### src/atd_map.svh
// Register offsets, field positions, reset values of the tuning/depth bank
// ****************************************************************
// Overview of operation
// - Phase goal register, resets to 0x80
// - Tuning trim pattern stored in bits 7:4
// - Selected trim bits drive both pin groups
// - Bit 3 flags failed tuning sequence
// - Result registers clear on reset, defaults
// - Writable registers return to defaults too, IRQ status and mask excepted
// - Bit 7 picks depth result or mask
// - Auto source: calibration sets segment pattern
// - Eight binary weighted segments, 8-bit mask
// - Result bit one disables segment when modulated
// - Failed depth calibration loads all ones
// - Trim source bit picks result or manual
// - Manual mask bit disables segment when modulated
// ****************************************************************
`ifndef ATD_MAP_SVH
`define ATD_MAP_SVH
`define ATD_OFS_PHASE_GOAL 8'h22
`define ATD_OFS_TUNE_RESULT 8'h23
`define ATD_OFS_DEPTH_CTRL 8'h24
`define ATD_OFS_DEPTH_RESULT 8'h25
`define ATD_OFS_MANUAL_TRIM 8'h21
`define ATD_OFS_MANUAL_MASK 8'h26
`define ATD_OFS_IRQ_STATUS 8'h30
`define ATD_OFS_IRQ_MASK 8'h31
`define ATD_RST_PHASE_GOAL 8'h80
`define ATD_RST_ZERO 8'h00
`define ATD_DEPTH_FAIL_MASK 8'hFF
`define ATD_TRIM_MSB 7
`define ATD_TRIM_LSB 4
`define ATD_TUNE_ERR_BIT 3
`define ATD_SRC_BIT 7
`define ATD_CODE_MSB 6
`define ATD_CODE_LSB 1
`define ATD_MTRIM_MSB 6
`define ATD_MTRIM_LSB 3
`define ATD_IRQ_TUNE_DONE 0
`define ATD_IRQ_TUNE_FAIL 1
`define ATD_IRQ_DEPTH_DONE 2
`define ATD_IRQ_DEPTH_FAIL 3
`endif

### src/atd_pkg.sv
// Types shared by the tuning and depth register bank
package atd_pkg;
  // Result of one antenna tuning run
  typedef struct packed {
    logic done;
    logic fail;
    logic [3:0] trim;
  } atd_tune_type;
  // Result of one depth calibration run
  typedef struct packed {
    logic done;
    logic fail;
    logic [7:0] segments;
  } atd_depth_type;
  // Register port request
  typedef struct packed {
    logic [7:0] addr;
    logic [7:0] wdata;
    logic wr;
    logic rd;
  } atd_bus_type;
endpackage : atd_pkg

### src/atd_regs.sv
// Antenna tuning and modulation depth register bank, top level
`include "atd_map.svh"
module atd_regs (
  input wire logic clk_i,
  input wire logic reset_i,
  input wire logic defaults_i,
  input wire atd_pkg::atd_bus_type bus_i,
  output logic [7:0] rdata_o,
  input wire atd_pkg::atd_tune_type tune_i,
  input wire atd_pkg::atd_depth_type depth_i,
  output logic [7:0] phase_goal_o,
  output logic [5:0] depth_code_o,
  output logic modulated_level_source_o,
  output logic [7:0] modulated_segments_off_o,
  output logic [3:0] tuning_pin_group_one_o,
  output logic [3:0] tuning_pin_group_two_o,
  output logic irq_o
);
  import atd_pkg::*;

  // ****************************************************************
  // Declarations
  // ****************************************************************
  logic [7:0] phase_goal_q;
  logic [7:0] depth_ctrl_q;
  logic [7:0] manual_trim_q;
  logic [7:0] manual_mask_q;
  logic [7:0] tune_result_q;
  logic [7:0] depth_result_segments;
  logic [7:0] irq_status_ff;
  logic [7:0] irq_mask_ff;
  logic [7:0] nxt_irq_status;
  logic [7:0] tune_value;
  logic [7:0] depth_value;
  logic [7:0] irq_events;
  logic [7:0] nxt_rdata;
  logic [3:0] trim_sel;
  logic [7:0] seg_sel;
  logic we_goal, we_ctrl, we_trim, we_mask;

  // ****************************************************************
  // Write decode
  // ****************************************************************
  assign we_goal = bus_i.wr && (bus_i.addr == `ATD_OFS_PHASE_GOAL);
  assign we_ctrl = bus_i.wr && (bus_i.addr == `ATD_OFS_DEPTH_CTRL);
  assign we_trim = bus_i.wr && (bus_i.addr == `ATD_OFS_MANUAL_TRIM);
  assign we_mask = bus_i.wr && (bus_i.addr == `ATD_OFS_MANUAL_MASK);

  // ****************************************************************
  // Software registers
  // ****************************************************************
  // Phase goal defaults to bit 7 only
  atd_reg8 #(.RST_VAL(`ATD_RST_PHASE_GOAL), .WMASK(8'hFF)) u_goal (
    .clk_i(clk_i), .reset_i(reset_i), .defaults_i(defaults_i),
    .we_i(we_goal), .wdata_i(bus_i.wdata), .q_o(phase_goal_q));
  // Bit 0 of depth control is unused
  atd_reg8 #(.RST_VAL(`ATD_RST_ZERO), .WMASK(8'hFE)) u_ctrl (
    .clk_i(clk_i), .reset_i(reset_i), .defaults_i(defaults_i),
    .we_i(we_ctrl), .wdata_i(bus_i.wdata), .q_o(depth_ctrl_q));
  // Manual trim: source bit 7, pattern 6:3
  atd_reg8 #(.RST_VAL(`ATD_RST_ZERO), .WMASK(8'hF8)) u_trim (
    .clk_i(clk_i), .reset_i(reset_i), .defaults_i(defaults_i),
    .we_i(we_trim), .wdata_i(bus_i.wdata), .q_o(manual_trim_q));
  // Manual segment mask, one bit per segment
  atd_reg8 #(.RST_VAL(`ATD_RST_ZERO), .WMASK(8'hFF)) u_mask (
    .clk_i(clk_i), .reset_i(reset_i), .defaults_i(defaults_i),
    .we_i(we_mask), .wdata_i(bus_i.wdata), .q_o(manual_mask_q));

  // ****************************************************************
  // Calibration results
  // ****************************************************************
  // Low three bits read zero; error flag in bit 3
  assign tune_value = {tune_i.trim, tune_i.fail, 3'b000};
  // A failed depth run reports every segment off
  assign depth_value = depth_i.fail ? `ATD_DEPTH_FAIL_MASK
                                    : depth_i.segments;
  atd_result u_tres (
    .clk_i(clk_i), .reset_i(reset_i), .defaults_i(defaults_i),
    .load_i(tune_i.done), .value_i(tune_value), .q_o(tune_result_q));
  // Calibration only owns the level on the automatic source
  atd_result u_dres (
    .clk_i(clk_i), .reset_i(reset_i), .defaults_i(defaults_i),
    .load_i(depth_i.done), .value_i(depth_value),
    .q_o(depth_result_segments));

  // ****************************************************************
  // Source selection for trim switches and driver segments
  // ****************************************************************
  assign trim_sel = manual_trim_q[`ATD_SRC_BIT]
      ? manual_trim_q[`ATD_MTRIM_MSB:`ATD_MTRIM_LSB]
      : tune_result_q[`ATD_TRIM_MSB:`ATD_TRIM_LSB];
  assign seg_sel = depth_ctrl_q[`ATD_SRC_BIT]
      ? manual_mask_q : depth_result_segments;

  // Outputs registered so pins never glitch on a select change
  always_ff @(posedge clk_i) begin
    if (reset_i) begin
      tuning_pin_group_one_o <= 4'h0;
      tuning_pin_group_two_o <= 4'h0;
      modulated_segments_off_o <= 8'h00;
      modulated_level_source_o <= 1'b0;
      depth_code_o <= 6'h00;
      phase_goal_o <= `ATD_RST_PHASE_GOAL;
    end else begin
      tuning_pin_group_one_o <= trim_sel;
      tuning_pin_group_two_o <= trim_sel;
      modulated_segments_off_o <= seg_sel;
      modulated_level_source_o <= depth_ctrl_q[`ATD_SRC_BIT];
      depth_code_o <= depth_ctrl_q[`ATD_CODE_MSB:`ATD_CODE_LSB];
      phase_goal_o <= phase_goal_q;
    end
  end

  // ****************************************************************
  // Interrupts
  // ****************************************************************
  assign irq_events = {4'h0, depth_i.done && depth_i.fail, depth_i.done,
                       tune_i.done && tune_i.fail, tune_i.done};
  // Write one to clear; a new event in the same cycle wins
  always_comb begin
    nxt_irq_status = irq_status_ff;
    if (bus_i.wr && (bus_i.addr == `ATD_OFS_IRQ_STATUS)) begin
      nxt_irq_status = nxt_irq_status & ~bus_i.wdata;
    end
    nxt_irq_status = nxt_irq_status | irq_events;
  end

  // Status keeps events across a restore command
  always_ff @(posedge clk_i) begin
    if (reset_i) begin
      irq_status_ff <= 8'h00;
    end else begin
      irq_status_ff <= nxt_irq_status;
    end
  end

  // Mask, four low bits implemented
  always_ff @(posedge clk_i) begin
    if (reset_i) begin
      irq_mask_ff <= 8'h00;
    end else if (bus_i.wr && (bus_i.addr == `ATD_OFS_IRQ_MASK)) begin
      irq_mask_ff <= bus_i.wdata & 8'h0F;
    end
  end

  // Level output from a flop, updated on the same edge as status
  always_ff @(posedge clk_i) begin
    if (reset_i) begin
      irq_o <= 1'b0;
    end else begin
      irq_o <= |(nxt_irq_status & irq_mask_ff);
    end
  end

  // ****************************************************************
  // Read port
  // ****************************************************************
  always_comb begin
    unique case (bus_i.addr)
      `ATD_OFS_PHASE_GOAL: nxt_rdata = phase_goal_q;
      `ATD_OFS_TUNE_RESULT: nxt_rdata = tune_result_q;
      `ATD_OFS_DEPTH_CTRL: nxt_rdata = depth_ctrl_q;
      `ATD_OFS_DEPTH_RESULT: nxt_rdata = depth_result_segments;
      `ATD_OFS_MANUAL_TRIM: nxt_rdata = manual_trim_q;
      `ATD_OFS_MANUAL_MASK: nxt_rdata = manual_mask_q;
      `ATD_OFS_IRQ_STATUS: nxt_rdata = irq_status_ff;
      `ATD_OFS_IRQ_MASK: nxt_rdata = irq_mask_ff;
      default: nxt_rdata = 8'h00; // Unmapped reads as zero
    endcase
  end

  // Data stands only in the cycle after the strobe
  always_ff @(posedge clk_i) begin
    if (reset_i) begin
      rdata_o <= 8'h00;
    end else if (bus_i.rd) begin
      rdata_o <= nxt_rdata;
    end else begin
      rdata_o <= 8'h00;
    end
  end
endmodule : atd_regs

### src/atd_reg8.sv
// One 8-bit software register with write mask and default reload
`include "atd_map.svh"
module atd_reg8 #(
  parameter logic [7:0] RST_VAL = 8'h00,
  parameter logic [7:0] WMASK = 8'hFF
) (
  input wire logic clk_i,
  input wire logic reset_i,
  input wire logic defaults_i,
  input wire logic we_i,
  input wire logic [7:0] wdata_i,
  output logic [7:0] q_o
);
  // ****************************************************************
  // Storage
  // ****************************************************************
  // Unwritable bits stay at zero
  always_ff @(posedge clk_i) begin
    if (reset_i || defaults_i) begin
      q_o <= RST_VAL;
    end else if (we_i) begin
      q_o <= wdata_i & WMASK;
    end
  end
endmodule : atd_reg8

### src/atd_result.sv
// Result register: loaded by hardware, cleared on reset or defaults
module atd_result (
  input wire logic clk_i,
  input wire logic reset_i,
  input wire logic defaults_i,
  input wire logic load_i,
  input wire logic [7:0] value_i,
  output logic [7:0] q_o
);
  // ****************************************************************
  // Storage
  // ****************************************************************
  // Defaults win: a restore command wipes a result in flight
  always_ff @(posedge clk_i) begin
    if (reset_i || defaults_i) begin
      q_o <= 8'h00;
    end else if (load_i) begin
      q_o <= value_i;
    end
  end
endmodule : atd_result

### config.mk
export PLATFORM = sky130hd
export DESIGN_NAME = atd_regs
export DESIGN_NICKNAME = d
export VERILOG_FILES = /design/src/atd_pkg.sv /design/src/atd_regs.sv /design/src/atd_reg8.sv /design/src/atd_result.sv
export VERILOG_INCLUDE_DIRS = /design/src /design/src/src
export SDC_FILE = /design/constraint.sdc
export NUM_CORES = 1
export LEC_CHECK = 0
export BUFFER_PORTS_ARGS = -buffer_cell sky130_fd_sc_hd__buf_2
export CAP_MARGIN = 20
export CORE_MARGIN = 5
export CORE_UTILIZATION = 54
export CTS_CLUSTER_SIZE = 28
export DETAILED_ROUTE_END_ITERATION = 6
export PLACE_DENSITY = 0.77
export SETUP_SLACK_MARGIN = 0.2
export SYNTH_ARGS = -nofsm -noshare
export SYNTH_HDL_FRONTEND = slang
export SYNTH_SLANG_ARGS = --single-unit
### constraint.sdc
create_clock -name clk_i -period 2.4 [get_ports clk_i]
set_input_delay 0.48 -clock clk_i [delete_from_list [all_inputs] [get_ports clk_i]]
set_output_delay 0.48 -clock clk_i [all_outputs]
set_load 0.05 [all_outputs]
; After elaboration in Yosys (flattened, before gate mapping)
; Index checks and enable logic that the tools add are counted.
[totals]
memories = 0
mem_bits_ro = 0
register_bits = 89
wordCells = 44
latch_bits = 0
mem_bits_rw = 0
out_inout_bits = 40
[classes]
bitwise_logic = 5
muxes = 5
eq_ne = 8
multipliers = 0
add_sub_neg = 0
shifts = 0
magnitude_cmp = 0
n_div = 0
reduce_logical = 11
[ops]
columns = op, count
row1 = "== test 8 x 6 -> 1 bit, second input constant", 8
row2 = case mux 8 bit (8 select lines), 1
row3 = two-way mux 8 bit, 3
row4 = AND 8 x 4 -> 8 bit, 1
row5 = AND 8 bit, 1
row6 = logical AND 1 bit, 8
row7 = NOT 8 bit, 1
row8 = bitwise OR 8 x 4 -> 8 bit, 1
row9 = OR reduction 8 bit, 1
row10 = two-way mux 4 bit, 1
row11 = OR reduction 2 bit, 1
row12 = logical OR 1 bit, 1
row13 = NOT 1 bit, 1

; Longest topological paths before layout
; Gate-level depths: netlist (run 1).
[logic_depth]
word_depth = 6
depth_mapped = 7
mapped_depth_nobuf = 5

; Hierarchy
; A second synthesis (run 1) with hierarchy kept.
[hier_totals]
cells_unflattened = 421
area_unflattened_um2 = 4086.4
[modules_own_cells]
columns = mod, area_per_inst_um2, instances, cells_each
row1 = atd_regs, 2429.8, 1, 267
row2 = atd_result, 295.3, 2, 27
row3 = atd_reg8 (u_mask), 295.3, 1, 27
row4 = atd_reg8 (u_goal), 294.0, 1, 27
row5 = atd_reg8 (u_ctrl), 264.0, 1, 26
row6 = atd_reg8 (u_trim), 212.7, 1, 20

; Worst setup path before layout (run 1)
; OpenSTA, ideal clock, no wires.
[synth_path]
kind = input to register
start = input bus_i[13] (netlist bit)
end = register irq_o
required_ps = 2278
path_stages = 7
slack_ps = 308
arrival_ps = 1970
setup_time_ps = 122
path_cell_list = or4b_1 buf_2 and4bb_1 buf_6 nand2b_1 o221ai_1 a221o_1
[synth_between]
elab_chain_cells = 6
[synth_rtl]
columns = item, line
row1 = "start, declared", atd_regs.sv:7  ; input wire atd_pkg::atd_bus_type bus_i,
row2 = == test 8 x 6 -> 1 bit, n/a
row3 = logical AND 1 bit, atd_regs.sv:122  ; if (bus_i.wr && (bus_i.addr == `ATD_OFS_IRQ_STATUS)) begin
row4 = two-way mux 8 bit, atd_regs.sv:122
row5 = bitwise OR 8 x 4 -> 8 bit, atd_regs.sv:125  ; nxt_irq_status = nxt_irq_status | irq_events;
row6 = AND 8 x 4 -> 8 bit, atd_regs.sv:151  ; irq_o <= |(nxt_irq_status & irq_mask_ff);
row7 = OR reduction 8 bit, atd_regs.sv:151
row8 = "end signal, assigned", atd_regs.sv:151
row9 = "end, declared", atd_regs.sv:17  ; output logic irq_o
; Every way passes these cells.
; A chain may end at the register's enable or synchronous reset.

; Worst setup path after layout (run 1)
[layout_path]
start = input bus_i[13] (netlist bit)
end = register u_ctrl.q_o[4]
[layout_between]
elab_chain_cells = 2
[layout_rtl]
columns = item, line
row1 = == test 8 x 6 -> 1 bit, n/a
row2 = logical AND 1 bit, atd_regs.sv:45  ; assign we_ctrl = bus_i.wr && (bus_i.addr == `ATD_OFS_DEPTH_CTRL);
row3 = "end signal, assigned", atd_reg8.sv:22  ; q_o <= wdata_i & WMASK;
row4 = "end, declared", atd_reg8.sv:12  ; output logic [7:0] q_o
; Every way passes these cells.

==> results.sh, run 1 <==
export IMPL_drv_cap=0
export IMPL_synth_ff_type="sky130_fd_sc_hd__dfxtp_1"
export IMPL_status="finished, final reports clean"
export IMPL_commonest_non_fill_non_tap_cells_in_the_layout="89 x sky130_fd_sc_hd__dfxtp_1, 76 x sky130_fd_sc_hd__buf_2, 51 x sky130_fd_sc_hd__nor2_1"
export IMPL_number_of_global_route_vias_before_repair=2842
export IMPL_ys_warn_count=0
export IMPL_clock_sinks=89
export IMPL_layout_drive_gt1_share_pct=25.7
export IMPL_n_fill_cell=528
export IMPL_total_vias_in_the_final_route=3055
export IMPL_crit_path_start_kind="input port"
export IMPL_largest_net_degree_at_the_start_of_global_routing=42
export IMPL_place_congestion=0.949
export IMPL_arrival_ns=2.29
export IMPL_synth_fp_nets=426
export IMPL_fin_worst_hold_slack_ns=0.356
export IMPL_nets=495
export IMPL_syn_avg_cell_area_um2=9.25
export IMPL_tritoncts="done"
export IMPL_finalSetupViolations=0
export IMPL_min_path_cells=3
export IMPL_final_max_slew_viol_count=0
export IMPL_mappedNetlistArea_um2=3600
export IMPL_start_util_pct=56.0
export IMPL_globalRouteTotalUtil_pct=21.7
export IMPL_finalCritPeriodShare_pct=86.3
export IMPL_viasPerCell=5.66
export IMPL_number_of_h_tree_levels=3
export IMPL_initialDrtViolationCount=306
export IMPL_clock_latency_ns=0.36
export IMPL_min_delay_path_class="input port to flip-flop"
export IMPL_cts_root_buf="sky130_fd_sc_hd__clkbuf_8"
export IMPL_sum_of_net_half_perimeters_after_detailed_placement_mm=6.45
export IMPL_global_route_total_overflow=0
export IMPL_antenna_violating_nets_post_route=0
export IMPL_firstDrtPassIters=5
export IMPL_final_hold_viol_count=0
export IMPL_critical_path_maximum_fanout=7
export IMPL_clock_path_buffers=2
export IMPL_die_area_um2=8390
export IMPL_post_synth_num_cell_types=43
export IMPL_clkTransAtPathRegs_ns=0.08
export IMPL_antenna_diode_count=0
export IMPL_powerDensity_nw_per_um2=666
export IMPL_first_pass_grt_wire_length_mm=14.5
export IMPL_top_level_ports=77
export IMPL_postSynthCellCount=389
export IMPL_power_ir_vdd_worst_mv=0.562
export IMPL_leading_cell_type_in_the_layout_fill_and_taps_excluded="sky130_fd_sc_hd__dfxtp_1"
export IMPL_preCtsSetupSlack_ns=-0.00404
export IMPL_synth_edf_count=0
export IMPL_cts_resized_gates=0
export IMPL_slew_margin_rel_pct=49.2
export IMPL_finalClockSkew_ns=0.00960
export IMPL_place_port_buffers=76
export IMPL_fin_tns_setup_ns=0
export IMPL_reg2regPathDepth=4
export IMPL_max_slew_worst_pin_slew_ns=0.763
export IMPL_drt_wl_total_mm=9.13
export IMPL_chipWidth_um=91.6
export IMPL_areaGrowthSynthToFinish_pct=17.8
export IMPL_worst_r2r_setup_slack_ns=1.15
export IMPL_setup_ws_ns=0.329
export IMPL_critical_path_required_ns=2.62
export IMPL_die_height_um=91.6
export IMPL_share_of_synthesized_area_occupied_by_flip_flops_and_latches_pct=49.5
export IMPL_floorplan_rows=29
export IMPL_timing_worst_setup_path_type="input port to flip-flop"
export IMPL_postCtsHoldBufs=0
export IMPL_drc=0
export IMPL_fin_crit_ns=2.07
export IMPL_power_leakage_nw=1.75
export IMPL_core_area_um2=6420
export IMPL_wl_per_cell_um=16.9
export IMPL_rsz0062_at_grt="false"
export IMPL_placed_cell_area_um2=4030
export IMPL_synth_async_reset_ratio_pct=0
export IMPL_layout_core_utilization_pct=66.0
export IMPL_cts_post_setup_buffers_inserted=0
export IMPL_max_clock_freq_mhz=483
export IMPL_synth_seq_cells=89
export IMPL_type_of_element_capturing_the_critical_path="flip-flop"
export IMPL_antenna_found_initial=0
export IMPL_postLayoutCellArea_um2=4240
export IMPL_clock_buffers_created_by_tritoncts=9
sequential cells by signal (all words and copies together), names as in the netlist, 7 cells and up:
name                      count
u_ctrl.q_o                    7
irq_status_ff                 8
rdata_o                       8
u_mask.q_o                    8
u_dres.q_o                    8
u_goal.q_o                    8
phase_goal_o                  8
modulated_segments_off_o      8
cells in the mapped netlist, types with 3 or more instances:
library cell,number,share of area [%]
sky130_fd_sc_hd__o22ai_1,9,1.6
sky130_fd_sc_hd__nor2b_1,19,3.3
sky130_fd_sc_hd__buf_2,5,0.70
sky130_fd_sc_hd__buf_4,5,1.0
sky130_fd_sc_hd__mux2_2,7,2.2
sky130_fd_sc_hd__a22oi_1,9,1.9
sky130_fd_sc_hd__dfxtp_1,89,50
sky130_fd_sc_hd__clkbuf_1,18,1.9
sky130_fd_sc_hd__nand3_1,8,1.1
sky130_fd_sc_hd__buf_1,3,0.31
sky130_fd_sc_hd__a22o_1,6,1.5
sky130_fd_sc_hd__o21ai_0,5,0.70
sky130_fd_sc_hd__nand2b_1,10,1.7
sky130_fd_sc_hd__and3_1,4,0.70
sky130_fd_sc_hd__a31oi_1,4,0.70
sky130_fd_sc_hd__mux2i_1,35,9.7
sky130_fd_sc_hd__nor2_1,51,5.3
sky130_fd_sc_hd__inv_1,4,0.42
sky130_fd_sc_hd__a21oi_1,30,4.2
sky130_fd_sc_hd__nand2_1,42,4.4
cell families after synthesis:
kind of cell	synth area share, %
and+or+nand+nor	20.8
muxes	11.9
DFF	49.5
AOI/OAI and AO/OA	13.1
buffers and inverters	4.66
critical path: stages:
cell,delay (ns)
sky130_fd_sc_hd__buf_2,0.09
sky130_fd_sc_hd__or4b_1,0.71
sky130_fd_sc_hd__nor3b_2,0.33
sky130_fd_sc_hd__nand2_1,0.34
sky130_fd_sc_hd__mux2i_1,0.27
sky130_fd_sc_hd__nor2_1,0.06
final timing paths:
| path | start | to |
|---|---|---|
| setup / recovery | bus_i[13] | u_ctrl.q_o[4] |
| hold / removal | tune_i[1] | u_tres.q_o[5] |
| setup reg to reg | u_trim.q_o[3] | rdata_o[3] |
| hold reg to reg | irq_status_ff[5] | irq_status_ff[5] |
final cells by class:
class	instances	area [µm²]	area share (%)
clock inverter	5	80.1	1.89
clock buffer	11	131	3.10
multi-input combinational	264	1650	38.9
inverter	4	15.0	0.354
timing repair buffer	90	485	11.5
sequential	89	1780	42.0
tap	77	96.3	2.27
metal layers:
layer | up-vias | global-route usage [%] | routed length, µm
li1 | 1470 | - | -
met1 | 1413 | 28.7 | 4050
met2 | 156 | 33.8 | 4190
met3 | 16 | 6.22 | 748
met4 | 0 | 7.66 | 146
met5 | - | 0 | 0
power by group:
part	switching, W	internal (W)
Combinational	0.000133	0.0000736
Clock	0.000520	0.000586
Sequential	0.0000135	0.00149
metrics by stage:
step	total power (W)	instances
after floorplan	0.00166	389
after global placement	0.00174	524
after detailed placement	0.00174	524
after CTS	0.00282	540
after global routing	0.00291	540
final	0.00282	540
(Power assumes the default switching activity.)
==> inputs of run 2 (changes only) <==
- ABC_AREA: default -> 1
==> run 2 against run 1 <==
- first-iteration DRC count increased by 2.9%
- hold slack improved by 0.025 ns
- die area increased by 2.0%
- critical endpoint is now u_ctrl.q_o[3]
==> results.sh, run 2 <==
export IMPL_area_taken_by_multi_input_logic_gates_um2=1520
export IMPL_die_area_um2=8560
export IMPL_clock_sinks=89
export IMPL_n_fill_cell=627
export IMPL_post_layout_total_power_w=0.00273
export IMPL_drt_wl_total_mm=10.0
export IMPL_postCtsHoldBufs=0
export IMPL_cts_resized_gates=0
export IMPL_globalRouteTotalUtil_pct=24.6
export IMPL_synth_seq_cells=89
export IMPL_drv_cap=0
export IMPL_leading_cell_type_in_the_layout_fill_and_taps_excluded="sky130_fd_sc_hd__dfxtp_1"
export IMPL_power_ir_vdd_worst_mv=0.382
export IMPL_clock_buffers_created_by_tritoncts=9
export IMPL_antenna_diode_count=0
export IMPL_synth_ff_type="sky130_fd_sc_hd__dfxtp_1"
export IMPL_first_pass_grt_wire_length_mm=16.3
export IMPL_total_vias_in_the_final_route=3428
export IMPL_slew_margin_rel_pct=63.1
export IMPL_die_height_um=92.5
export IMPL_timing_worst_setup_path_type="input port to flip-flop"
export IMPL_critical_path_required_ns=2.65
export IMPL_number_of_h_tree_levels=3
export IMPL_clock_path_buffers=2
export IMPL_fraction_of_the_mapped_netlist_area_in_simple_logic_gates_pct=23.9
export IMPL_start_util_pct=54.7
export IMPL_antenna_found_initial=0
export IMPL_clock_latency_ns=0.36
export IMPL_ys_warn_count=0
export IMPL_synth_edf_count=0
export IMPL_crit_path_start_kind="input port"
export IMPL_areaGrowthSynthToFinish_pct=16.5
export IMPL_worst_r2r_setup_slack_ns=1.09
export IMPL_powerDensity_nw_per_um2=637
export IMPL_synth_fp_nets=517
export IMPL_syn_avg_cell_area_um2=7.66
export IMPL_synth_async_reset_ratio_pct=0
export IMPL_clkTransAtPathRegs_ns=0.09
export IMPL_yosysMostFrequentCell="sky130_fd_sc_hd__dfxtp_1"
export IMPL_status="finished, final reports clean"
export IMPL_fin_crit_ns=1.59
export IMPL_worstSetupStartpoint="bus_i[17]"
export IMPL_synth_cells_most_frequent="89 x sky130_fd_sc_hd__dfxtp_1, 72 x sky130_fd_sc_hd__nand2_1, 63 x sky130_fd_sc_hd__inv_1"
export IMPL_cts_root_buf="sky130_fd_sc_hd__clkbuf_8"
export IMPL_largest_net_degree_at_the_start_of_global_routing=25
export IMPL_end_point_of_the_worst_hold_path="u_tres.q_o[6]"
export IMPL_finalClockSkew_ns=0.0101
export IMPL_final_hold_viol_count=0
export IMPL_finalCritPeriodShare_pct=66.3
export IMPL_yosys_area_share_adder_pct=0
export IMPL_worstReg2RegStart="u_tres.q_o[4]"
export IMPL_min_path_cells=3
export IMPL_cell_types_occupying_the_most_area_after_synthesis="sky130_fd_sc_hd__dfxtp_1 48%, sky130_fd_sc_hd__o21ai_0 7.6%, sky130_fd_sc_hd__nand2_1 7.3%"
export IMPL_postSynthCellCount=480
export IMPL_synth_compound_gate_area_share_pct=17.3
export IMPL_chipWidth_um=92.5
export IMPL_viasPerCell=5.37
export IMPL_final_seq_area_um2=1780
export IMPL_cts_post_setup_buffers_inserted=0
export IMPL_finalSetupViolations=0
export IMPL_initialDrtViolationCount=315
export IMPL_nets=591
export IMPL_place_congestion=0.947
export IMPL_top_level_ports=77
export IMPL_global_route_total_overflow=0
export IMPL_synth_top_family_by_area="simple AND/OR/NAND/NOR gates"
export IMPL_drc=0
export IMPL_core_area_um2=6720
export IMPL_post_synth_mux_area_share_pct=0
export IMPL_sum_of_net_half_perimeters_after_detailed_placement_mm=7.74
export IMPL_antenna_violating_nets_post_route=0
export IMPL_timing_rr_end="rdata_o[4]"
export IMPL_fin_tns_setup_ns=0
export IMPL_power_leakage_nw=1.91
export IMPL_critical_path_max_stage_delay_ns=0.33
export IMPL_place_port_buffers=76
export IMPL_critPathSlowestCell="sky130_fd_sc_hd__inv_2"
export IMPL_firstDrtPassIters=5
export IMPL_type_of_element_capturing_the_critical_path="flip-flop"
export IMPL_xor_xnor_share_of_the_synthesized_area_pct=0
export IMPL_timing_critical_path_cells="buf_2, nor2_1, nand2_1, inv_2, nand3_1, buf_4, o21ai_0, a21oi_1"
export IMPL_synth_largest_type_area_fraction_pct=48.4
export IMPL_arrival_ns=1.84
export IMPL_rsz0062_at_grt="false"
export IMPL_max_clock_freq_mhz=628
export IMPL_share_of_synthesized_area_occupied_by_flip_flops_and_latches_pct=48.4
export IMPL_wl_per_cell_um=15.7
export IMPL_post_synth_num_cell_types=33
export IMPL_timing_hold_worst_start="tune_i[2]"
export IMPL_min_delay_path_class="input port to flip-flop"
export IMPL_layout_drive_gt1_share_pct=21.9
export IMPL_final_max_slew_viol_count=0
export IMPL_critical_path_maximum_fanout=20
export IMPL_tritoncts="done"
export IMPL_mappedNetlistArea_um2=3680
export IMPL_max_slew_worst_pin_slew_ns=0.549
export IMPL_number_of_global_route_vias_before_repair=3303
export IMPL_reg2regPathDepth=6
export IMPL_synth_top_cell_by_area="sky130_fd_sc_hd__dfxtp_1"
export IMPL_floorplan_rows=30
export IMPL_commonest_non_fill_non_tap_cells_in_the_layout="89 x sky130_fd_sc_hd__dfxtp_1, 76 x sky130_fd_sc_hd__buf_2, 72 x sky130_fd_sc_hd__nand2_1"
[run 2: cell types whose count changed in the layout (fill, tap and decap cells not counted), moves of 19 or more]
cell / delta
sky130_fd_sc_hd__nand3_1: +29
sky130_fd_sc_hd__inv_1: +59
sky130_fd_sc_hd__nand2_1: +30
sky130_fd_sc_hd__o21ai_0: +51
sky130_fd_sc_hd__mux2i_1: -35
sky130_fd_sc_hd__nor2b_1: -19
[run 2: metal layers]
| layer | vias up | GRT usage [%] | share of wire, % | wire length [µm] |
|---|---|---|---|---|
| li1 | 1699 | - | - | - |
| met1 | 1555 | 31.8 | 42 | 4230 |
| met2 | 152 | 39.7 | 47 | 4690 |
| met3 | 22 | 3.82 | 8.2 | 828 |
| met4 | 0 | 12.9 | 2.8 | 282 |
| met5 | - | 0 | 0 | 0 |
[run 2: cell type report]
| type | count | area share, % |
|---|---|---|
| tap | 80 | 2.34 |
| multi-input combinational | 302 | 35.4 |
| inverter | 69 | 6.10 |
| clock inverter | 6 | 1.63 |
| sequential | 89 | 41.6 |
| timing repair buffer | 83 | 10.1 |
| clock buffer | 9 | 2.89 |
[run 2: where the power goes]
group | internal, W | switching, W | leakage [nW]
Clock | 0.000478 | 0.000538 | 0.0875
Combinational | 0.0000605 | 0.000149 | 1.11
Sequential | 0.00150 | 0.0000110 | 0.720
Total | 0.00203 | 0.000698 | 1.91
[run 2: cell families (layout without fill, tap and decap cells)]
logic type / count (synthesis) / after routing
simple gates: 184 / 184
compound gates: 118 / 118
flops: 89 / 89
buf+inv: 89 / 167
[run 2: stage by stage]
stage / utilization (%) / cell area, µm² / instances / hold slack, ns / setup slack (ns)
global route: 63.8 / 4290 / 638 / 0.380 / 0.603
finish: 63.8 / 4290 / 638 / 0.381 / 0.808
global placement: 60.9 / 4090 / 623 / 0.441 / 0.516
detailed placement: 60.9 / 4090 / 623 / 0.446 / 0.457
CTS: 63.8 / 4290 / 638 / 0.373 / 0.839
floorplan: - / 3680 / 480 / 0.416 / 0.874
[run 2: worst max-delay path: cells and delay by family]
kind / cells / cell delay (ns)
buf+inv: 3 / 0.65
simple gates: 3 / 0.46
compound gates: 2 / 0.23
[run 2: worst max-delay path by stage]
stage / to / slack [ns]
6_report: u_ctrl.q_o[3] / 0.81
5_1_grt: u_mask.q_o[7] / 0.60
4_1_cts: u_ctrl.q_o[3] / 0.84
3_5_place_dp: u_goal.q_o[1] / 0.46
3_3_place_gp: u_goal.q_o[4] / 0.52
2_1_floorplan: u_goal.q_o[5] / 0.87
